$ cat config.mk
export PLATFORM = sky130hd
export DESIGN_NAME = jmc_top
export DESIGN_NICKNAME = d
export VERILOG_FILES = /design/src/hw/jmc_pkg.sv /design/src/hw/jmc_wake_timer.sv /design/src/hw/jmc_top.sv
export SDC_FILE = /design/constraint.sdc
export NUM_CORES = 1
export LEC_CHECK = 0
export BUFFER_PORTS_ARGS = -buffer_cell sky130_fd_sc_hd__buf_2
export CORE_MARGIN = 2
export CORE_UTILIZATION = 30
export DETAILED_ROUTE_END_ITERATION = 8
export PLACE_DENSITY = 0.54
export SYNTH_ARGS = -nofsm -noshare
export SYNTH_HDL_FRONTEND = slang
export SYNTH_SLANG_ARGS = --single-unit
$ cat constraint.sdc
create_clock -name core_clk -period 9.8 [get_ports core_clk]
set_input_delay 1.96 -clock core_clk [delete_from_list [all_inputs] [get_ports core_clk]]
set_output_delay 1.96 -clock core_clk [all_outputs]
set_load 0.02 [all_outputs]
$ cat src/hw/jmc_pkg.sv
// Constants, register map and types for the joystick measurement control block
package jmc_pkg;

  // ==========================================================================
  // Clock and timing
  localparam int JMC_CLK_MHZ = 250;
  localparam int JMC_US_PER_MS = 1000;
  localparam int JMC_IRQ_DLY_US = 450;
  localparam int JMC_CYC_PER_MS = JMC_US_PER_MS * JMC_CLK_MHZ;
  localparam int JMC_IRQ_DLY_CYC = JMC_IRQ_DLY_US * JMC_CLK_MHZ;
  localparam int JMC_SOFT_RST_CYC = 4;

  // ==========================================================================
  // Register addresses seen by the serial register engine
  localparam logic [7:0] JMC_ADDR_CTRL = 8'h0f;
  localparam logic [7:0] JMC_ADDR_X = 8'h10;
  localparam logic [7:0] JMC_ADDR_Y = 8'h11;
  localparam logic [7:0] JMC_ADDR_LIM0 = 8'h12;
  localparam logic [7:0] JMC_ADDR_LIM3 = 8'h15;

  // ==========================================================================
  // Control register fields
  localparam int JMC_IDLE_BIT = 7;
  localparam int JMC_TB_HI = 6;
  localparam int JMC_TB_LO = 4;
  localparam int JMC_INTDIS_BIT = 3;
  localparam int JMC_INTSRC_BIT = 2;
  localparam int JMC_SOFT_BIT = 1;
  localparam int JMC_VALID_BIT = 0;

  // ==========================================================================
  // Reset values
  localparam logic [7:0] JMC_CTRL_RST = 8'hf0;
  localparam logic [7:0] JMC_COORD_RST = 8'h00;
  // Left, right, top, bottom: +5, -5, +5, -5
  localparam logic [7:0] JMC_LIM_RST [0:3] = '{8'h05, 8'hfb, 8'h05, 8'hfb};

  // ==========================================================================
  // Wake-up interval table in ms: 20,40,80,100,140,200,260,320
  typedef logic [8:0] jmc_ms_t;
  localparam jmc_ms_t JMC_TB_MS [0:7] = '{9'h014, 9'h028, 9'h050, 9'h064,
                                          9'h08c, 9'h0c8, 9'h104, 9'h140};

  // ==========================================================================
  // Measurement sequencer states
  typedef enum logic [1:0] {
    JMC_M_IDLE = 2'b01,
    JMC_M_BUSY = 2'b10
  } jmc_meas_e;

endpackage : jmc_pkg

$ cat src/hw/jmc_wake_timer.sv
// Low-power wake-up timer with selectable interval
`timescale 1ns/10ps
module jmc_wake_timer #(
  parameter int CYC_PER_MS = jmc_pkg::JMC_CYC_PER_MS
) (
  input wire logic core_clk,
  input wire logic rst_n,
  input wire logic enable,
  input wire logic [2:0] sel,
  output logic wake
);
  import jmc_pkg::*;

  localparam int PW = $clog2(CYC_PER_MS + 1);

  generate
    if (CYC_PER_MS < 1) begin : g_bad_div
      $error("CYC_PER_MS must be at least 1");
    end
  endgenerate

  logic [PW-1:0] pre_q;
  jmc_ms_t ms_q;
  logic ms_tick;

  // ==========================================================================
  // Millisecond enable divider
  assign ms_tick = (pre_q == PW'(CYC_PER_MS - 1));

  always_ff @(posedge core_clk or negedge rst_n) begin
    if (!rst_n) begin
      pre_q <= '0;
    end else if (!enable || ms_tick) begin
      pre_q <= '0;
    end else begin
      pre_q <= pre_q + PW'(1);
    end
  end

  // ==========================================================================
  // Interval count; restarts whenever low-power mode is left
  always_ff @(posedge core_clk or negedge rst_n) begin
    if (!rst_n) begin
      ms_q <= '0;
      wake <= 1'b0;
    end else if (!enable) begin
      ms_q <= '0;
      wake <= 1'b0;
    end else if (ms_tick && ms_q == JMC_TB_MS[sel] - 9'h001) begin
      ms_q <= '0;
      wake <= 1'b1;
    end else begin
      ms_q <= ms_tick ? ms_q + 9'h001 : ms_q;
      wake <= 1'b0;
    end
  end

  AST_WAKE_OFF: assert property (@(posedge core_clk) disable iff (!rst_n)
    !enable |=> !wake) else $error("Wake pulse outside low-power mode");

endmodule : jmc_wake_timer

$ cat src/hw/jmc_top.sv
// Measurement scheduling, data-valid, interrupt and soft reset for the joystick sensor
// ============================================================================
// Overview of operation
// - Idle bit 0: low-power mode, timer-triggered measurements at selected interval.
// - Idle bit 1: measurement starts after the ACK following a Y read.
// - Interval field 6:4 selects 20,40,80,100,140,200,260,320 ms; default 320.
// - Interrupt-disable bit 3 set keeps the interrupt pin released high.
// - Source bit 0: interrupt per measurement; idle mode 450 us after Y read.
// - Interrupt clears after the ACK following a Y read.
// - Source bit 1: interrupt only when the magnet leaves the dead zone.
// - Dead-zone interrupt re-asserts at next measurement if still outside.
// - Soft reset reloads all registers; bit self-clears when sequence ends.
// - Valid bit reads 0 during conversion, 1 when fresh X and Y exist.
// - Pointer at control, X or Y freezes the valid bit, X and Y.
// - Control register resets to 1111 0000.
// - X and Y are 8-bit two's complement coordinates.
// - Four signed limits reset to +5, -5, +5, -5.
`timescale 1ns/10ps
module jmc_top #(
  parameter int CYC_PER_MS = jmc_pkg::JMC_CYC_PER_MS,
  parameter int IRQ_DLY_CYC = jmc_pkg::JMC_IRQ_DLY_CYC
) (
  input wire logic core_clk,
  input wire logic arst_n,
  input wire logic [7:0] reg_ptr,
  input wire logic reg_wr,
  input wire logic [7:0] reg_wdata,
  input wire logic reg_rd_ack,
  output logic [7:0] reg_rdata,
  output logic meas_start,
  input wire logic meas_done,
  input wire logic [7:0] meas_x,
  input wire logic [7:0] meas_y,
  input wire logic motion_irq_n_i,
  output logic motion_irq_n_o,
  output logic motion_irq_n_oe_n,
  output logic irq_line_low
);
  import jmc_pkg::*;

  localparam int DW = $clog2(IRQ_DLY_CYC + 1);
  localparam int SW = $clog2(JMC_SOFT_RST_CYC + 1);

  generate
    if (IRQ_DLY_CYC < 1) begin : g_bad_dly
      $error("IRQ_DLY_CYC must be at least 1");
    end
  endgenerate

  // ==========================================================================
  // Reset release
  logic [1:0] rst_sync_q;
  logic rst_n;

  always_ff @(posedge core_clk or negedge arst_n) begin
    if (!arst_n) begin
      rst_sync_q <= 2'b00;
    end else begin
      rst_sync_q <= {rst_sync_q[0], 1'b1};
    end
  end
  assign rst_n = rst_sync_q[1];

  // ==========================================================================
  // Soft reset sequencer
  logic soft_busy_q;
  logic [SW-1:0] soft_cnt_q;
  logic ctrl_wr;
  logic soft_req;

  assign ctrl_wr = reg_wr && reg_ptr == JMC_ADDR_CTRL && !soft_busy_q;
  assign soft_req = ctrl_wr && reg_wdata[JMC_SOFT_BIT];

  always_ff @(posedge core_clk or negedge rst_n) begin
    if (!rst_n) begin
      soft_busy_q <= 1'b0;
      soft_cnt_q <= '0;
    end else if (soft_req) begin
      soft_busy_q <= 1'b1;
      soft_cnt_q <= '0;
    end else if (soft_busy_q) begin
      soft_busy_q <= soft_cnt_q != SW'(JMC_SOFT_RST_CYC - 1);
      soft_cnt_q <= soft_cnt_q + SW'(1);
    end
  end

  // ==========================================================================
  // Control register, bits 7:2 stored here
  logic [7:2] ctrl_q;
  logic idle_mode;
  logic irq_dis;
  logic irq_src;

  always_ff @(posedge core_clk or negedge rst_n) begin
    if (!rst_n) begin
      ctrl_q <= JMC_CTRL_RST[7:2];
    end else if (soft_busy_q || soft_req) begin
      ctrl_q <= JMC_CTRL_RST[7:2];
    end else if (ctrl_wr) begin
      ctrl_q <= reg_wdata[7:2];
    end
  end

  assign idle_mode = ctrl_q[JMC_IDLE_BIT];
  assign irq_dis = ctrl_q[JMC_INTDIS_BIT];
  assign irq_src = ctrl_q[JMC_INTSRC_BIT];

  // ==========================================================================
  // Dead-zone limits: left, right, top, bottom
  logic [7:0] lim_q [0:3];
  logic [7:0] lim_idx;

  assign lim_idx = reg_ptr - JMC_ADDR_LIM0;

  for (genvar i = 0; i < 4; i++) begin : g_lim
    always_ff @(posedge core_clk or negedge rst_n) begin
      if (!rst_n) begin
        lim_q[i] <= JMC_LIM_RST[i];
      end else if (soft_busy_q) begin
        lim_q[i] <= JMC_LIM_RST[i];
      end else if (reg_wr && lim_idx == 8'(i)) begin
        lim_q[i] <= reg_wdata;
      end
    end
  end

  logic signed [7:0] left_limit;
  logic signed [7:0] right_limit;
  logic signed [7:0] top_limit;
  logic signed [7:0] bottom_limit;
  logic outside;

  assign left_limit = lim_q[0];
  assign right_limit = lim_q[1];
  assign top_limit = lim_q[2];
  assign bottom_limit = lim_q[3];
  // Positive X is toward the left
  assign outside = $signed(meas_x) > left_limit || $signed(meas_x) < right_limit ||
                   $signed(meas_y) > top_limit || $signed(meas_y) < bottom_limit;

  // ==========================================================================
  // Measurement sequencer
  jmc_meas_e state_q;
  logic wake;
  logic y_ack;
  logic start_req;
  logic done_evt;

  jmc_wake_timer #(
    .CYC_PER_MS(CYC_PER_MS)
  ) u_wake (
    .core_clk(core_clk),
    .rst_n(rst_n),
    .enable(!idle_mode && !soft_busy_q),
    .sel(ctrl_q[JMC_TB_HI:JMC_TB_LO]),
    .wake(wake)
  );

  assign y_ack = reg_rd_ack && reg_ptr == JMC_ADDR_Y;
  // A Y read restarts conversion even mid-measurement; a wake while busy is dropped
  assign start_req = !soft_busy_q && ((idle_mode && y_ack) ||
                     (!idle_mode && wake && state_q == JMC_M_IDLE));
  assign done_evt = meas_done && state_q == JMC_M_BUSY;

  always_ff @(posedge core_clk or negedge rst_n) begin
    if (!rst_n) begin
      state_q <= JMC_M_IDLE;
    end else if (soft_busy_q) begin
      state_q <= JMC_M_IDLE;
    end else begin
      case (state_q)
        JMC_M_IDLE: state_q <= start_req ? JMC_M_BUSY : JMC_M_IDLE;
        JMC_M_BUSY: state_q <= (meas_done && !start_req) ? JMC_M_IDLE : JMC_M_BUSY;
        default: state_q <= JMC_M_IDLE;
      endcase
    end
  end

  always_ff @(posedge core_clk or negedge rst_n) begin
    if (!rst_n) begin
      meas_start <= 1'b0;
    end else begin
      meas_start <= start_req;
    end
  end

  // ==========================================================================
  // Coordinates: fresh sample, then frozen-aware visible copy
  logic [7:0] x_new_q;
  logic [7:0] y_new_q;
  logic valid_raw_q;
  logic [7:0] x_q;
  logic [7:0] y_q;
  logic valid_q;
  logic frozen;

  always_ff @(posedge core_clk or negedge rst_n) begin
    if (!rst_n) begin
      x_new_q <= JMC_COORD_RST;
      y_new_q <= JMC_COORD_RST;
      valid_raw_q <= 1'b0;
    end else if (soft_busy_q) begin
      x_new_q <= JMC_COORD_RST;
      y_new_q <= JMC_COORD_RST;
      valid_raw_q <= 1'b0;
    end else if (start_req) begin
      valid_raw_q <= 1'b0;
    end else if (done_evt) begin
      x_new_q <= meas_x;
      y_new_q <= meas_y;
      valid_raw_q <= 1'b1;
    end
  end

  // Keeps valid bit, X and Y taken together while the host reads them
  assign frozen = reg_ptr == JMC_ADDR_CTRL || reg_ptr == JMC_ADDR_X || reg_ptr == JMC_ADDR_Y;

  always_ff @(posedge core_clk or negedge rst_n) begin
    if (!rst_n) begin
      x_q <= JMC_COORD_RST;
      y_q <= JMC_COORD_RST;
      valid_q <= 1'b0;
    end else if (soft_busy_q) begin
      x_q <= JMC_COORD_RST;
      y_q <= JMC_COORD_RST;
      valid_q <= 1'b0;
    end else if (!frozen) begin
      x_q <= x_new_q;
      y_q <= y_new_q;
      valid_q <= valid_raw_q;
    end
  end

  // ==========================================================================
  // Idle-mode interrupt delay after Y readout
  logic dly_run_q;
  logic [DW-1:0] dly_cnt_q;
  logic dly_fire;

  assign dly_fire = dly_run_q && dly_cnt_q == DW'(IRQ_DLY_CYC - 1);

  always_ff @(posedge core_clk or negedge rst_n) begin
    if (!rst_n) begin
      dly_run_q <= 1'b0;
      dly_cnt_q <= '0;
    end else if (soft_busy_q) begin
      dly_run_q <= 1'b0;
      dly_cnt_q <= '0;
    end else if (y_ack && idle_mode && !irq_src) begin
      dly_run_q <= 1'b1;
      dly_cnt_q <= '0;
    end else if (dly_run_q) begin
      dly_run_q <= !dly_fire;
      dly_cnt_q <= dly_cnt_q + DW'(1);
    end
  end

  // ==========================================================================
  // Interrupt flag and open-drain pin
  logic irq_q;
  logic set_any;
  logic [1:0] pin_sync_q;

  assign set_any = (done_evt && !irq_src && !idle_mode) ||
                   (dly_fire && !irq_src) ||
                   (done_evt && irq_src && outside);

  always_ff @(posedge core_clk or negedge rst_n) begin
    if (!rst_n) begin
      irq_q <= 1'b0;
    end else if (soft_busy_q) begin
      irq_q <= 1'b0;
    end else if (set_any) begin
      irq_q <= 1'b1;
    end else if (y_ack) begin
      irq_q <= 1'b0;
    end
  end

  always_ff @(posedge core_clk or negedge rst_n) begin
    if (!rst_n) begin
      motion_irq_n_oe_n <= 1'b1;
    end else begin
      motion_irq_n_oe_n <= !(irq_q && !irq_dis);
    end
  end
  assign motion_irq_n_o = 1'b0;

  always_ff @(posedge core_clk or negedge rst_n) begin
    if (!rst_n) begin
      pin_sync_q <= 2'b11;
    end else begin
      pin_sync_q <= {pin_sync_q[0], motion_irq_n_i};
    end
  end
  assign irq_line_low = !pin_sync_q[1];

  // ==========================================================================
  // Read data; unmapped addresses return zero
  always_ff @(posedge core_clk or negedge rst_n) begin
    if (!rst_n) begin
      reg_rdata <= '0;
    end else if (reg_ptr == JMC_ADDR_CTRL) begin
      reg_rdata <= {ctrl_q, soft_busy_q, valid_q};
    end else if (reg_ptr == JMC_ADDR_X) begin
      reg_rdata <= x_q;
    end else if (reg_ptr == JMC_ADDR_Y) begin
      reg_rdata <= y_q;
    end else if (reg_ptr >= JMC_ADDR_LIM0 && reg_ptr <= JMC_ADDR_LIM3) begin
      reg_rdata <= lim_q[lim_idx[1:0]];
    end else begin
      reg_rdata <= '0;
    end
  end

  // ==========================================================================
  // Checks
  AST_SOFT_RELOAD: assert property (@(posedge core_clk) disable iff (!rst_n)
    soft_req |=> soft_busy_q ##1 (ctrl_q == JMC_CTRL_RST[7:2] && !irq_q)[*3] ##1 !soft_busy_q)
    else $error("Soft reset sequence wrong");

  AST_Y_START: assert property (@(posedge core_clk) disable iff (!rst_n)
    (y_ack && idle_mode && !soft_busy_q) |=> meas_start)
    else $error("Y read did not start a measurement");

  AST_WAKE_START: assert property (@(posedge core_clk) disable iff (!rst_n)
    (meas_start && !$past(idle_mode)) |-> $past(wake)) else $error("Low-power start without wake");

  AST_PIN_DISABLED: assert property (@(posedge core_clk) disable iff (!rst_n)
    $past(irq_dis) |-> motion_irq_n_oe_n) else $error("Interrupt driven while disabled");

  AST_Y_CLEAR: assert property (@(posedge core_clk) disable iff (!rst_n)
    (y_ack && !set_any) |=> !irq_q ##1 (motion_irq_n_oe_n || $past(set_any)))
    else $error("Interrupt not cleared by Y read");

  AST_DZ_SET: assert property (@(posedge core_clk) disable iff (!rst_n)
    (done_evt && irq_src && outside && !soft_busy_q) |=> irq_q ##1 (motion_irq_n_oe_n == irq_dis))
    else $error("Dead-zone exit did not raise interrupt");

  AST_DZ_QUIET: assert property (@(posedge core_clk) disable iff (!rst_n)
    (irq_src && !irq_q && !(done_evt && outside)) |=> !irq_q)
    else $error("Dead-zone interrupt without exit");

  AST_IDLE_DELAY: assert property (@(posedge core_clk) disable iff (!rst_n)
    (dly_fire && !irq_src && !soft_busy_q) |=> irq_q) else $error("Delayed interrupt missing");

  AST_VALID_LOW: assert property (@(posedge core_clk) disable iff (!rst_n)
    start_req |=> !valid_raw_q) else $error("Valid bit stays set in conversion");

  AST_FREEZE: assert property (@(posedge core_clk) disable iff (!rst_n)
    (frozen && !soft_busy_q) |=> ($stable(x_q) && $stable(y_q) && $stable(valid_q)))
    else $error("Coordinates changed while frozen");

endmodule : jmc_top

**Word level (Yosys, flattened, before mapping)**

Memories as Yosys holds them, arrays and structs flattened.
Index checks and enable logic that the tools add are counted.

- Flip-flop bits (word level): 139
- Latch bits: 0
- Memory bits (writable): 0
- ROM bits: 72
- Output and inout port bits: 12
- Logic and storage cells: 170
- Memories kept: 1

- Add/subtract/negate cells: 6
- Multipliers: 0
- Div/mod/pow operators: 0
- Magnitude comparators: 8
- Equal/unequal tests: 15
- Shift operators: 0
- Muxes and demuxes: 57
- Bitwise logic cells: 2
- Reduce and logical (&&, ||, !) cells: 56

Memories:

| memory | words | width | read ports | clocked after memory_dff | wr ports | line | source |
|---|---|---|---|---|---|---|---|
| (no name shown) | 8 | 9 | 1 | 0 | 0 | jmc_wake_timer.sv:49 | `end else if (ms_tick && ms_q == JMC_TB_MS[sel] - 9'h001) begin` |

Operator list:

| kind | count |
|---|---|
| 8-bit two-way mux | 24 |
| 17-bit two-way mux | 3 |
| 9-bit two-way mux | 5 |
| 1-bit logical AND | 25 |
| 18-bit by 1-bit adder with 18-bit output (second input constant) | 1 |
| 18-bit equality test (second input constant) | 1 |
| 18-bit two-way mux | 1 |
| 17-bit by 1-bit adder with 17-bit output (second input constant) | 1 |
| 17-bit equality test (second input constant) | 1 |
| 8-bit binary-select mux with 2-bit select | 1 |
| 8-bit by 2-bit equality test with 1-bit output (second input constant) | 2 |
| 8-bit by 5-bit equality test with 1-bit output (second input constant) | 2 |
| 8-bit > comparator | 2 |
| 8-bit < comparator | 2 |
| 1-bit two-way mux | 15 |
| 2-bit nonzero test | 7 |
| 6-bit two-way mux | 2 |
| 1-bit logical OR | 10 |
| 9-bit by 1-bit adder with 9-bit output (second input constant) | 1 |
| 9-bit equality test | 1 |
| 1-bit zero test | 9 |
| 3-bit nonzero test | 3 |
| 9-bit by 1-bit subtractor with 9-bit output (second input constant) | 1 |
| 8-bit by 1-bit equality test with 1-bit output (second input constant) | 1 |
| other kinds (19) | 23 |

**Logic depth before layout (Yosys ltp)**

Gate-level depths: netlist of the first run.

- Depth in word-level cells: 10
- Mapped depth: 12
- Mapped depth without buffers: 11

**Hierarchy**

From an unflattened synthesis of the first run, not the netlist that was laid out.

- Cell total of the unflattened synthesis: 753
- Area, all modules: 7637.3 um^2

Modules (own cells, without submodules):

| module | instances | cells each | area an instance (um^2) |
|---|---|---|---|
| jmc_top | 1 | 574 | 5915.7 |
| jmc_wake_timer | 1 | 179 | 1721.7 |

**Worst setup path before layout of the first run**

No wires, ideal clock.

- Path kind: input to register
- Start point: input reg_ptr[1]
- End point: register lim_q (netlist bit left_limit[1])
- Library setup time: 132 ps
- Arrival time: 3403 ps
- Setup slack: 6265 ps
- Stages on the path: 8
- Path through: inv_1 -> ha_1 -> nand2_1 -> nor4_1 -> o21ai_2 -> nor3_4 -> mux2i_1 -> nor2_1

- Longest elaborated chain between the ends: 4

RTL lines:

| item | line | source |
|---|---|---|
| from (decl) | jmc_top.sv:25 | `input wire logic [7:0] reg_ptr,` |
| 8-bit by 5-bit subtractor with 8-bit output | jmc_top.sv:113 | `assign lim_idx = reg_ptr - JMC_ADDR_LIM0;` |
| 8-bit zero test | jmc_top.sv:121 | `end else if (reg_wr && lim_idx == 8'(i)) begin` |
| 1-bit logical AND | jmc_top.sv:121 |  |
| 2-bit nonzero test (no source line) | n/a |  |
| to (signal, indexed assignment) | jmc_top.sv:118 | `lim_q[i] <= JMC_LIM_RST[i];` |
| to (signal, indexed assignment) | jmc_top.sv:120 | `lim_q[i] <= JMC_LIM_RST[i];` |
| to (signal, indexed assignment) | jmc_top.sv:122 | `lim_q[i] <= reg_wdata;` |
| to (decl) | jmc_top.sv:110 | `logic [7:0] lim_q [0:3];` |

Every way passes these cells.
A chain may end at the register's enable or synchronous reset.

**Final worst setup path of the first run**

- Start point: input reg_ptr[1]
- End point: register lim_q (netlist bit right_limit[2])

- Longest elaborated chain between the ends: 4

RTL lines:

| item | line |
|---|---|
| 8-bit by 5-bit subtractor with 8-bit output | jmc_top.sv:113 |
| 8-bit by 1-bit equality test with 1-bit output | jmc_top.sv:121 |
| 1-bit logical AND | jmc_top.sv:121 |
| 2-bit nonzero test (no source line) | n/a |

Every way passes these cells.

==> results of run 1 <==
path summary, 6_finish.rpt:
check	startpoint	to	slack [ns]	depth (start not counted)
worst min-delay path	rst_sync_q[0]	rst_sync_q[1]	0.35	0
max in group asynchronous	rst_sync_q[1]	soft_busy_q	7.87	1
worst min register to register	rst_sync_q[0]	rst_sync_q[1]	0.35	0
min in group asynchronous	rst_sync_q[1]	u_wake.pre_q[5]	0.46	0
worst max-delay path	reg_ptr[1]	right_limit[2]	5.68	9
worst max register to register	ctrl_q[5]	u_wake.ms_q[0]	6.64	11
logic make-up (layout without fill, tap and decap cells):
logic type	after synthesis	after routing
muxes	48	48
AOI/OAI and AO/OA	123	123
adders and majority gates	42	42
DFF	139	139
xor gates and xnor gates	39	39
buffers and inverters	76	130
and+or+nand+nor	298	298
other	2	2
per-stage QoR:
| stage | setup slack (ns) | total power [mW] | hold WS [ns] | cell area [sq um] |
|---|---|---|---|---|
| after floorplan | 5.686 | 0.7080 | 0.3312 | 7570 |
| after global placement | 5.343 | 0.7530 | 0.3362 | 8102 |
| after detailed placement | 5.261 | 0.7565 | 0.3395 | 8102 |
| after CTS | 5.700 | 1.375 | 0.3547 | 8655 |
| after global routing | 5.412 | 1.422 | 0.3588 | 8655 |
| final | 5.677 | 1.357 | 0.3516 | 8655 |
cell usage after synthesis, types with 8 or more instances:
library cell and count:
sky130_fd_sc_hd__buf_2 11, sky130_fd_sc_hd__nand4_1 18, sky130_fd_sc_hd__o211ai_1 16, sky130_fd_sc_hd__mux2i_1 38, sky130_fd_sc_hd__nand2b_1 8, sky130_fd_sc_hd__xnor2_1 14, sky130_fd_sc_hd__clkbuf_1 13, sky130_fd_sc_hd__nor2_1 91
sky130_fd_sc_hd__a22oi_1 17, sky130_fd_sc_hd__o21ai_0 18, sky130_fd_sc_hd__ha_1 42, sky130_fd_sc_hd__inv_1 46, sky130_fd_sc_hd__xor2_1 25, sky130_fd_sc_hd__dfstp_2 26, sky130_fd_sc_hd__nand2_1 94, sky130_fd_sc_hd__and3_1 8
sky130_fd_sc_hd__nand3_1 23, sky130_fd_sc_hd__nor3_1 10, sky130_fd_sc_hd__dfrtp_1 113, sky130_fd_sc_hd__mux4_2 8, sky130_fd_sc_hd__a21oi_1 38
cell type report:
| cell class | count | area [sq um] | share of cell area, % |
|---|---|---|---|
| multi-input cells | 552 | 3734 | 43.14 |
| clock buffers | 20 | 436.7 | 5.046 |
| repair buffers | 51 | 262.8 | 3.036 |
| inverters | 47 | 176.4 | 2.038 |
| flip-flops and latches | 139 | 3516 | 40.62 |
| clock inverters | 12 | 116.4 | 1.345 |
| well taps | 330 | 412.9 | 4.771 |
flip-flops by register name, indices dropped and copies added (netlist names), 3 cells and up:
signal and cells:
y_new_q 8, y_q 8, left_limit 8, x_new_q 8, u_wake.ms_q 9, top_limit 8, soft_cnt_q 3, u_wake.pre_q 18
x_q 8, dly_cnt_q 17, right_limit 8, reg_rdata 8, ctrl_q 6, bottom_limit 8
worst max-delay path, cell delays in order:
cell,delay [ns]
sky130_fd_sc_hd__buf_2,0.34
sky130_fd_sc_hd__inv_1,0.16
sky130_fd_sc_hd__ha_1,0.31
sky130_fd_sc_hd__nand2_1,0.05
sky130_fd_sc_hd__nor4_1,0.30
sky130_fd_sc_hd__o21ai_2,0.20
sky130_fd_sc_hd__nor2_1,0.75
sky130_fd_sc_hd__mux2i_1,0.27
sky130_fd_sc_hd__nor2_1,0.06
power by group through the flow:
stage,Combinational (mW),Clock (mW),Sequential (mW)
after floorplan,0.0790,0,0.629
after global placement,0.119,0,0.634
after detailed placement,0.122,0,0.634
after CTS,0.122,0.627,0.625
after global routing,0.139,0.655,0.628
final,0.121,0.612,0.625
per-layer routing:
layer	wire length (um)	vias up	share of wire [%]	GRT usage [%]
li1	-	2766	-	-
met2	8460	116	45	22.34
met4	119	0	0.64	3.218
met3	861	9	4.6	3.387
met1	9262	2765	50	21.66
met5	0	-	0	0
==> impl_metrics.json, run 1 <==
{
  "route.detailed.drc": 0,
  "syn_area_sq_mm": 0.007570,
  "maxSlewHeadroom_pct": 37.08,
  "initial_utilization_pct": 30.32,
  "p_int_mw": 1.000,
  "placedCellCount": 1119,
  "postSynth.asyncResetShare_pct": 100.0,
  "hpwl_um": 13470,
  "report.final.slew_viol_count": 0,
  "ys.warnings.count": 0,
  "fp.dieArea_sq_mm": 0.02652,
  "finalClockSkew_ns": 0.01439,
  "synth_nets": 847,
  "design.final.nets": 888,
  "post_synth_fa_ha_maj_area_fraction_pct": 6.942,
  "max_freq_ghz": 0.2425,
  "final_wl_um": 18700,
  "post_drt_via_cell_ratio": 4.914,
  "synth-edff-count": 0,
  "area_delta_synth_final_pct": 14.33,
  "gr-usage-all-layers_pct": 14.82,
  "path_clk_slew_ns": 0.06,
  "drtPass1Iterations": 5,
  "min_path_type": "flip-flop to flip-flop",
  "cellLeakagePower_nw": 4.003,
  "routed_wl_per_cell_um": 16.25,
  "core_sq_mm": 0.02496,
  "first_global_vias": 5524,
  "report.final.setup_viol": 0,
  "post_cts.repair.setup_buffers": 0,
  "drive_above_1_share_pct": 16.20,
  "last_weighted_congestion_value_of_the_routability_driven_placer": 0.8121,
  "die_height_um": 162.8,
  "yosysUniqueCellTypes": 63,
  "power.switching_uw": 356.8,
  "most-common-layout-cells": "sky130_fd_sc_hd__dfrtp_1, sky130_fd_sc_hd__nand2_1, sky130_fd_sc_hd__nor2_1",
  "drt_iter0_markers": 363,
  "post-synth-top-area-cell": "sky130_fd_sc_hd__dfrtp_1",
  "seq_cells_post_synth": 139,
  "synth_xor_area_share_pct": 4.512,
  "synth_compound_gate_area_share_pct": 10.64,
  "worstPathMaxFanout": 14,
  "num_vias": 5656,
  "synthesis.area_per_instance_sq_um": 9.869,
  "grt_setup_unrepaired": "false",
  "ant_nets": 0,
  "global_route_wire_length_before_repair_um": 30610,
  "grt-ovfl-total": 0,
  "post_synth_main_area_contributors": "sky130_fd_sc_hd__dfrtp_1, sky130_fd_sc_hd__dfstp_2, sky130_fd_sc_hd__ha_1",
  "post_synth_inst_count": 767,
  "final.min_clock_period_ns": 4.123,
  "cts.repair.resized": 0,
  "pin_count_of_the_biggest_net_entering_global_routing": 71,
  "rows": 58,
  "num_io_pins": 50,
  "synth.mux.area_fraction_pct": 7.702,
  "layout.filler_cells": 2589,
  "max_cap_viol_count": 0,
  "die_w_um": 162.8,
  "clk_root_buffer_cell": "sky130_fd_sc_hd__clkbuf_16",
  "portion_of_synthesized_cell_area_occupied_by_the_leading_cell_type_pct": 37.36,
  "crit_path_category": "input pin to flip-flop",
  "main_combinational_cell_family_by_area_after_synthesis": "simple AND/OR/NAND/NOR gates",
  "period_share_pct": 42.07,
  "tritoncts.num_buffers": 17,
  "power.density_mw_per_mm2": 156.8,
  "crit_path_end_kind": "flip-flop",
  "ys_seq_area_share_pct": 46.38,
  "tritoncts_num_sinks": 139,
  "finalHoldViolCount": 0,
  "comb_power_share_pct": 8.9,
  "maximum_ir_drop_on_the_vdd_rail_v": 0.00008946,
  "worst-endpoint-required_ns": 10.08,
  "antenna_found_initial": 0,
  "leading_cell_type_in_the_layout_fill_and_taps_excluded": "sky130_fd_sc_hd__dfrtp_1",
  "arrival_ns": 4.40,
  "worst-slew-pin-transition_ns": 0.9403,
  "synthesized_area_fraction_occupied_by_and_or_nand_nor_cells_pct": 19.42,
  "p_clk_share_pct": 45.1,
  "clock_tree.htree_level_count": 4,
  "final_util_pct": 34.67,
  "worstSkewPairLatency_ns": 0.42,
  "cts_hold_repair.buffers": 0,
  "antenna-diode-count": 0,
  "p_seq_share_pct": 46.0,
  "status": "completed",
  "instances_no_fill": 1151,
  "critical_path.startpoint_type": "input pin",
  "tritoncts": "done",
  "tns_ns": 0,
  "synth-main-ff-cell": "sky130_fd_sc_hd__dfrtp_1",
  "power.share.switching_pct": 26.29,
  "number_of_buffers_on_the_longest_clock_path": 2,
  "numPortBuffers": 48
}
(Power assumes the default switching activity.)
==> inputs of run 2 (changes only) <==
Settings changed: PLACE_DENSITY 0.54 to 0.56.
Clock period 9.8 ns to 3.5 ns, I/O delays scaled along.
==> impl_metrics.json, run 2 (synthesis gave the netlist of run 1 again) <==
{
  "most-common-layout-cells": "sky130_fd_sc_hd__dfrtp_1, sky130_fd_sc_hd__nand2_1, sky130_fd_sc_hd__nor2_1",
  "number_of_buffers_on_the_longest_clock_path": 2,
  "setup.reg_to_reg.worst_slack_ns": 0.37,
  "die_w_um": 162.8,
  "report.final.slew_viol_count": 0,
  "antenna_found_initial": 0,
  "die_height_um": 162.8,
  "global_route_wire_length_before_repair_um": 31350,
  "max_freq_ghz": 0.3198,
  "first_global_vias": 5586,
  "largestRegisters": "u_wake.pre_q x18, dly_cnt_q x17, u_wake.ms_q x9",
  "arrival_ns": 3.43,
  "drt_iter0_markers": 389,
  "num_vias": 5715,
  "worst-slew-pin-transition_ns": 0.8259,
  "tritoncts_num_sinks": 139,
  "max_cap_viol_count": 0,
  "area_delta_synth_final_pct": 15.42,
  "maximum_ir_drop_on_the_vdd_rail_v": 0.0002774,
  "layout.filler_cells": 2543,
  "ant_nets": 0,
  "power.density_mw_per_mm2": 446.6,
  "design.final.nets": 892,
  "drtPass1Iterations": 5,
  "max_reg_flops": 18,
  "status": "completed",
  "totalPowerFinal_mw": 3.902,
  "min_path_type": "input pin to async pin",
  "tns_ns": 0,
  "crit_path_category": "flip-flop to flip-flop",
  "setup_ws_ns": 0.3730,
  "largest_register": "u_wake.pre_q",
  "path_clk_slew_ns": 0.06,
  "leading_cell_type_in_the_layout_fill_and_taps_excluded": "sky130_fd_sc_hd__dfrtp_1",
  "num_io_pins": 50,
  "post_drt_via_cell_ratio": 4.948,
  "crit_path_end_kind": "flip-flop",
  "grt_setup_unrepaired": "false",
  "pre_cts_slack_ns": 0.4163,
  "detailed_place.area_sq_mm": 0.008144,
  "drive_above_1_share_pct": 16.97,
  "tritoncts.num_buffers": 17,
  "routed_wl_per_cell_um": 16.61,
  "cts_hold_repair.buffers": 0,
  "final.min_clock_period_ns": 3.127,
  "finalClockSkew_ns": 0.009176,
  "rows": 58,
  "hpwl_um": 13840,
  "cts.repair.resized": 0,
  "worstSkewPairLatency_ns": 0.43,
  "area_of_the_multi_input_gates_sq_mm": 0.003734,
  "clk_root_buffer_cell": "sky130_fd_sc_hd__clkbuf_16",
  "worstPathMaxFanout": 8,
  "grt-ovfl-total": 0,
  "fp.dieArea_sq_mm": 0.02652,
  "final_wl_um": 19180,
  "initial_utilization_pct": 30.32,
  "maxSlewHeadroom_pct": 44.60,
  "worst-endpoint-required_ns": 3.81,
  "seq_area_sq_mm": 0.003516,
  "report.final.setup_viol": 0,
  "fin_area_sq_mm": 0.008737,
  "pin_count_of_the_biggest_net_entering_global_routing": 96,
  "clock_tree.htree_level_count": 4,
  "cellLeakagePower_nw": 4.050,
  "antenna-diode-count": 0,
  "post_cts.repair.setup_buffers": 0,
  "core_sq_mm": 0.02496,
  "tritoncts": "done",
  "numPortBuffers": 48,
  "last_weighted_congestion_value_of_the_routability_driven_placer": 0.7844,
  "worst_hold_slack_ns": 0.05241,
  "gr-usage-all-layers_pct": 15.23,
  "final_util_pct": 35.00,
  "placedCellCount": 1123,
  "critical_path.startpoint_type": "flip-flop",
  "period_share_pct": 89.34,
  "instances_no_fill": 1155,
  "route.detailed.drc": 0,
  "finalHoldViolCount": 0
}
[run 2: changes by cell type in the layout (fill, tap and decap cells not counted), sizes merged]
cell | previous run | this run
clkbuf | 20 | 19
clkinv | 4 | 5
inv | 50 | 49
bufinv | 1 | 2
buf | 51 | 55
[run 2: worst paths after layout]
| kind | start | end | cells past startpoint |
|---|---|---|---|
| max | ctrl_q[5] | u_wake.ms_q[0] | 11 |
| min in group core_clk | rst_sync_q[0] | rst_sync_q[1] | 0 |
| max reg2reg | ctrl_q[5] | u_wake.ms_q[0] | 11 |
| min reg2reg | rst_sync_q[1] | reg_rdata[6] | 0 |
| min | arst_n | rst_sync_q[1] | 1 |
| max in group asynchronous | rst_sync_q[1] | soft_busy_q | 1 |
[run 2: final cells by class]
type	instances	share of cell area, %
clock buffers	19	5.184
clock inverters	13	1.604
inverters	47	2.019
multi-input cells	552	42.73
flip-flops and latches	139	40.24
well taps	330	4.726
repair buffers	55	3.494
[run 2: critical path, stage by stage (launching register included)]
cell and delay, ns:
sky130_fd_sc_hd__dfstp_2 0.62, sky130_fd_sc_hd__inv_1 0.16, sky130_fd_sc_hd__ha_1 0.34, sky130_fd_sc_hd__nand2b_4 0.11, sky130_fd_sc_hd__nand2_1 0.06, sky130_fd_sc_hd__ha_1 0.24
sky130_fd_sc_hd__nor2b_1 0.17, sky130_fd_sc_hd__nor2b_1 0.14, sky130_fd_sc_hd__a221oi_1 0.30, sky130_fd_sc_hd__o2111a_1 0.39, sky130_fd_sc_hd__a21oi_1 0.17, sky130_fd_sc_hd__mux2_2 0.31
[run 2: where the power goes]
group / switching, mW / leakage [nW] / internal (mW) / total (mW)
Clock: 0.727 / 0.282 / 1.09 / 1.82
Sequential: 0.0674 / 1.84 / 1.68 / 1.75
Combinational: 0.202 / 1.93 / 0.133 / 0.334
[run 2: routing by layer]
metal  global-route usage [%]  wire (um)  vias up
met3                    3.896        968       20
met5                        0          0        -
met1                    21.22       9195     2786
met4                    3.902        259        0
li1                         -          -     2777
met2                    23.61       8756      132
==> inputs of run 3 (changes only) <==
Settings changed: CORE_UTILIZATION 30 to 50, PLACE_DENSITY 0.56 to 0.79.
==> impl_metrics.json, run 3 (synthesis gave the netlist of run 1 again) <==
{
  "report.final.slew_viol_count": 0,
  "maxSlewHeadroom_pct": 45.36,
  "rows": 44,
  "setup_ws_ns": 0.4716,
  "tns_ns": 0,
  "status": "completed",
  "tritoncts": "done",
  "period_share_pct": 86.53,
  "cts.repair.resized": 0,
  "drtPass1Iterations": 5,
  "worst-slew-pin-transition_ns": 0.8145,
  "area_of_the_multi_input_gates_sq_mm": 0.003734,
  "grt.busiest_layer": "met2",
  "layout.filler_cells": 1243,
  "post_drt_via_cell_ratio": 5.856,
  "slowest_stage": "sky130_fd_sc_hd__dfstp_2",
  "worstPathMaxFanout": 8,
  "worst-endpoint-required_ns": 3.81,
  "path_clk_slew_ns": 0.06,
  "final.min_clock_period_ns": 3.028,
  "final_wl_um": 17950,
  "critical_path.cell_chain": "inv_1 > ha_1 > nand2b_4 > nand2_1 > ha_1 > nor2b_1 > nor2b_1 > a221oi_1 > o2111a_1 > a21oi_1 > mux2_2",
  "critPathTopFamily": "compound AO/OA/AOI/OAI gates",
  "crit_path_max_incr_delay_ns": 0.60,
  "clock_tree.htree_level_count": 4,
  "gr-usage-all-layers_pct": 23.30,
  "use_met1_pct": 31.80,
  "arrival_ns": 3.34,
  "largestRegisters": "u_wake.pre_q x18, dly_cnt_q x17, u_wake.ms_q x9",
  "global_route.usage.met3_pct": 5.276,
  "global_route_wire_length_before_repair_um": 29310,
  "initial_utilization_pct": 51.69,
  "antenna_found_initial": 0,
  "ant_nets": 0,
  "route.detailed.drc": 0,
  "clk_root_buffer_cell": "sky130_fd_sc_hd__clkbuf_16",
  "min_path_type": "input pin to async pin",
  "grt-ovfl-total": 0,
  "antenna-diode-count": 0,
  "grt_util_met2_pct": 36.50,
  "report.final.setup_viol": 0,
  "max_cap_viol_count": 0,
  "tritoncts_num_sinks": 139,
  "die_height_um": 127.0,
  "crit_path_end_kind": "flip-flop",
  "max_reg_flops": 18,
  "max_freq_ghz": 0.3302,
  "tritoncts.num_buffers": 17,
  "finalClockSkew_ns": 0.006495,
  "largest_register": "u_wake.pre_q",
  "power.density_mw_per_mm2": 459.4,
  "seq_area_sq_mm": 0.003516,
  "drt_iter0_markers": 433,
  "critical_path.startpoint_type": "flip-flop",
  "num_vias": 5903,
  "hpwl_um": 12630,
  "post_cts.repair.setup_buffers": 0,
  "design.final.nets": 891,
  "drive_above_1_share_pct": 16.63,
  "pre_cts_slack_ns": 0.4525,
  "numPortBuffers": 48,
  "number_of_buffers_on_the_longest_clock_path": 2,
  "num_io_pins": 50,
  "grt_setup_unrepaired": "false",
  "worstSkewPairLatency_ns": 0.43,
  "maximum_ir_drop_on_the_vdd_rail_v": 0.0003551,
  "leading_cell_type_in_the_layout_fill_and_taps_excluded": "sky130_fd_sc_hd__dfrtp_1",
  "area_delta_synth_final_pct": 13.04,
  "finalHoldViolCount": 0,
  "critPathBufInv": 1,
  "routed_wl_per_cell_um": 17.81,
  "core_sq_mm": 0.01464,
  "pin_count_of_the_biggest_net_entering_global_routing": 95,
  "cellLeakagePower_nw": 4.057,
  "first_global_vias": 5759,
  "die_w_um": 127.0,
  "crit_path_category": "flip-flop to flip-flop",
  "last_weighted_congestion_value_of_the_routability_driven_placer": 0.9045,
  "fp.dieArea_sq_mm": 0.01614,
  "most-common-layout-cells": "sky130_fd_sc_hd__dfrtp_1, sky130_fd_sc_hd__nand2_1, sky130_fd_sc_hd__nor2_1",
  "cts_hold_repair.buffers": 0
}
## run 3: worst paths after layout
| path | startpoint | endpoint | slack, ns | depth (start not counted) |
|---|---|---|---|---|
| worst min-delay path | arst_n | rst_sync_q[1] | 0.04 | 1 |
| max in group asynchronous | rst_sync_q[1] | soft_busy_q | 2.26 | 1 |
| worst max register to register | ctrl_q[5] | u_wake.ms_q[0] | 0.47 | 11 |
| min in group core_clk | rst_sync_q[0] | rst_sync_q[1] | 0.34 | 0 |
| worst max-delay path | ctrl_q[5] | u_wake.ms_q[0] | 0.47 | 11 |
| worst min register to register | rst_sync_q[1] | u_wake.pre_q[13] | 0.33 | 0 |
## run 3: layout make-up
class | count | area share [%]
Sequential cell | 139 | 41.09
Clock buffer | 21 | 5.381
Timing Repair Buffer | 54 | 3.480
Multi-Input combinational cell | 552 | 43.63
Inverter | 47 | 2.062
Tap cell | 184 | 2.690
Clock inverter | 11 | 1.667
## run 3: metal layers
layer,part of all wire [%],vias up
li1,-,2761
met1,43,2900
met2,47,205
met3,7.1,37
met4,3.1,0
met5,0,-
## run 3: report_power, final
part / switching [mW] / internal, mW / total [mW]
clock network: 0.691 / 1.16 / 1.85
registers: 0.0594 / 1.68 / 1.74
logic: 0.208 / 0.133 / 0.341
## run 3: per-stage QoR
stage	instance area [sq um]	power, mW	hold slack (ns)	cells	util [%]
floorplan	7571	1.983	0.3311	767	-
global placement	7954	2.094	0.3362	976	54.31
detailed placement	7954	2.111	0.3373	976	54.31
CTS	8557	3.945	0.03873	1008	58.43
global route	8557	4.065	0.04063	1008	58.43
finish	8557	3.931	0.04459	1008	58.43
## run 3: worst register-to-register path: stages, from the launching register on
cell	delay [ns]
sky130_fd_sc_hd__dfstp_2	0.60
sky130_fd_sc_hd__inv_1	0.15
sky130_fd_sc_hd__ha_1	0.34
sky130_fd_sc_hd__nand2b_4	0.11
sky130_fd_sc_hd__nand2_1	0.06
sky130_fd_sc_hd__ha_1	0.25
sky130_fd_sc_hd__nor2b_1	0.17
sky130_fd_sc_hd__nor2b_1	0.14
sky130_fd_sc_hd__a221oi_1	0.27
sky130_fd_sc_hd__o2111a_1	0.36
sky130_fd_sc_hd__a21oi_1	0.17
sky130_fd_sc_hd__mux2_2	0.30
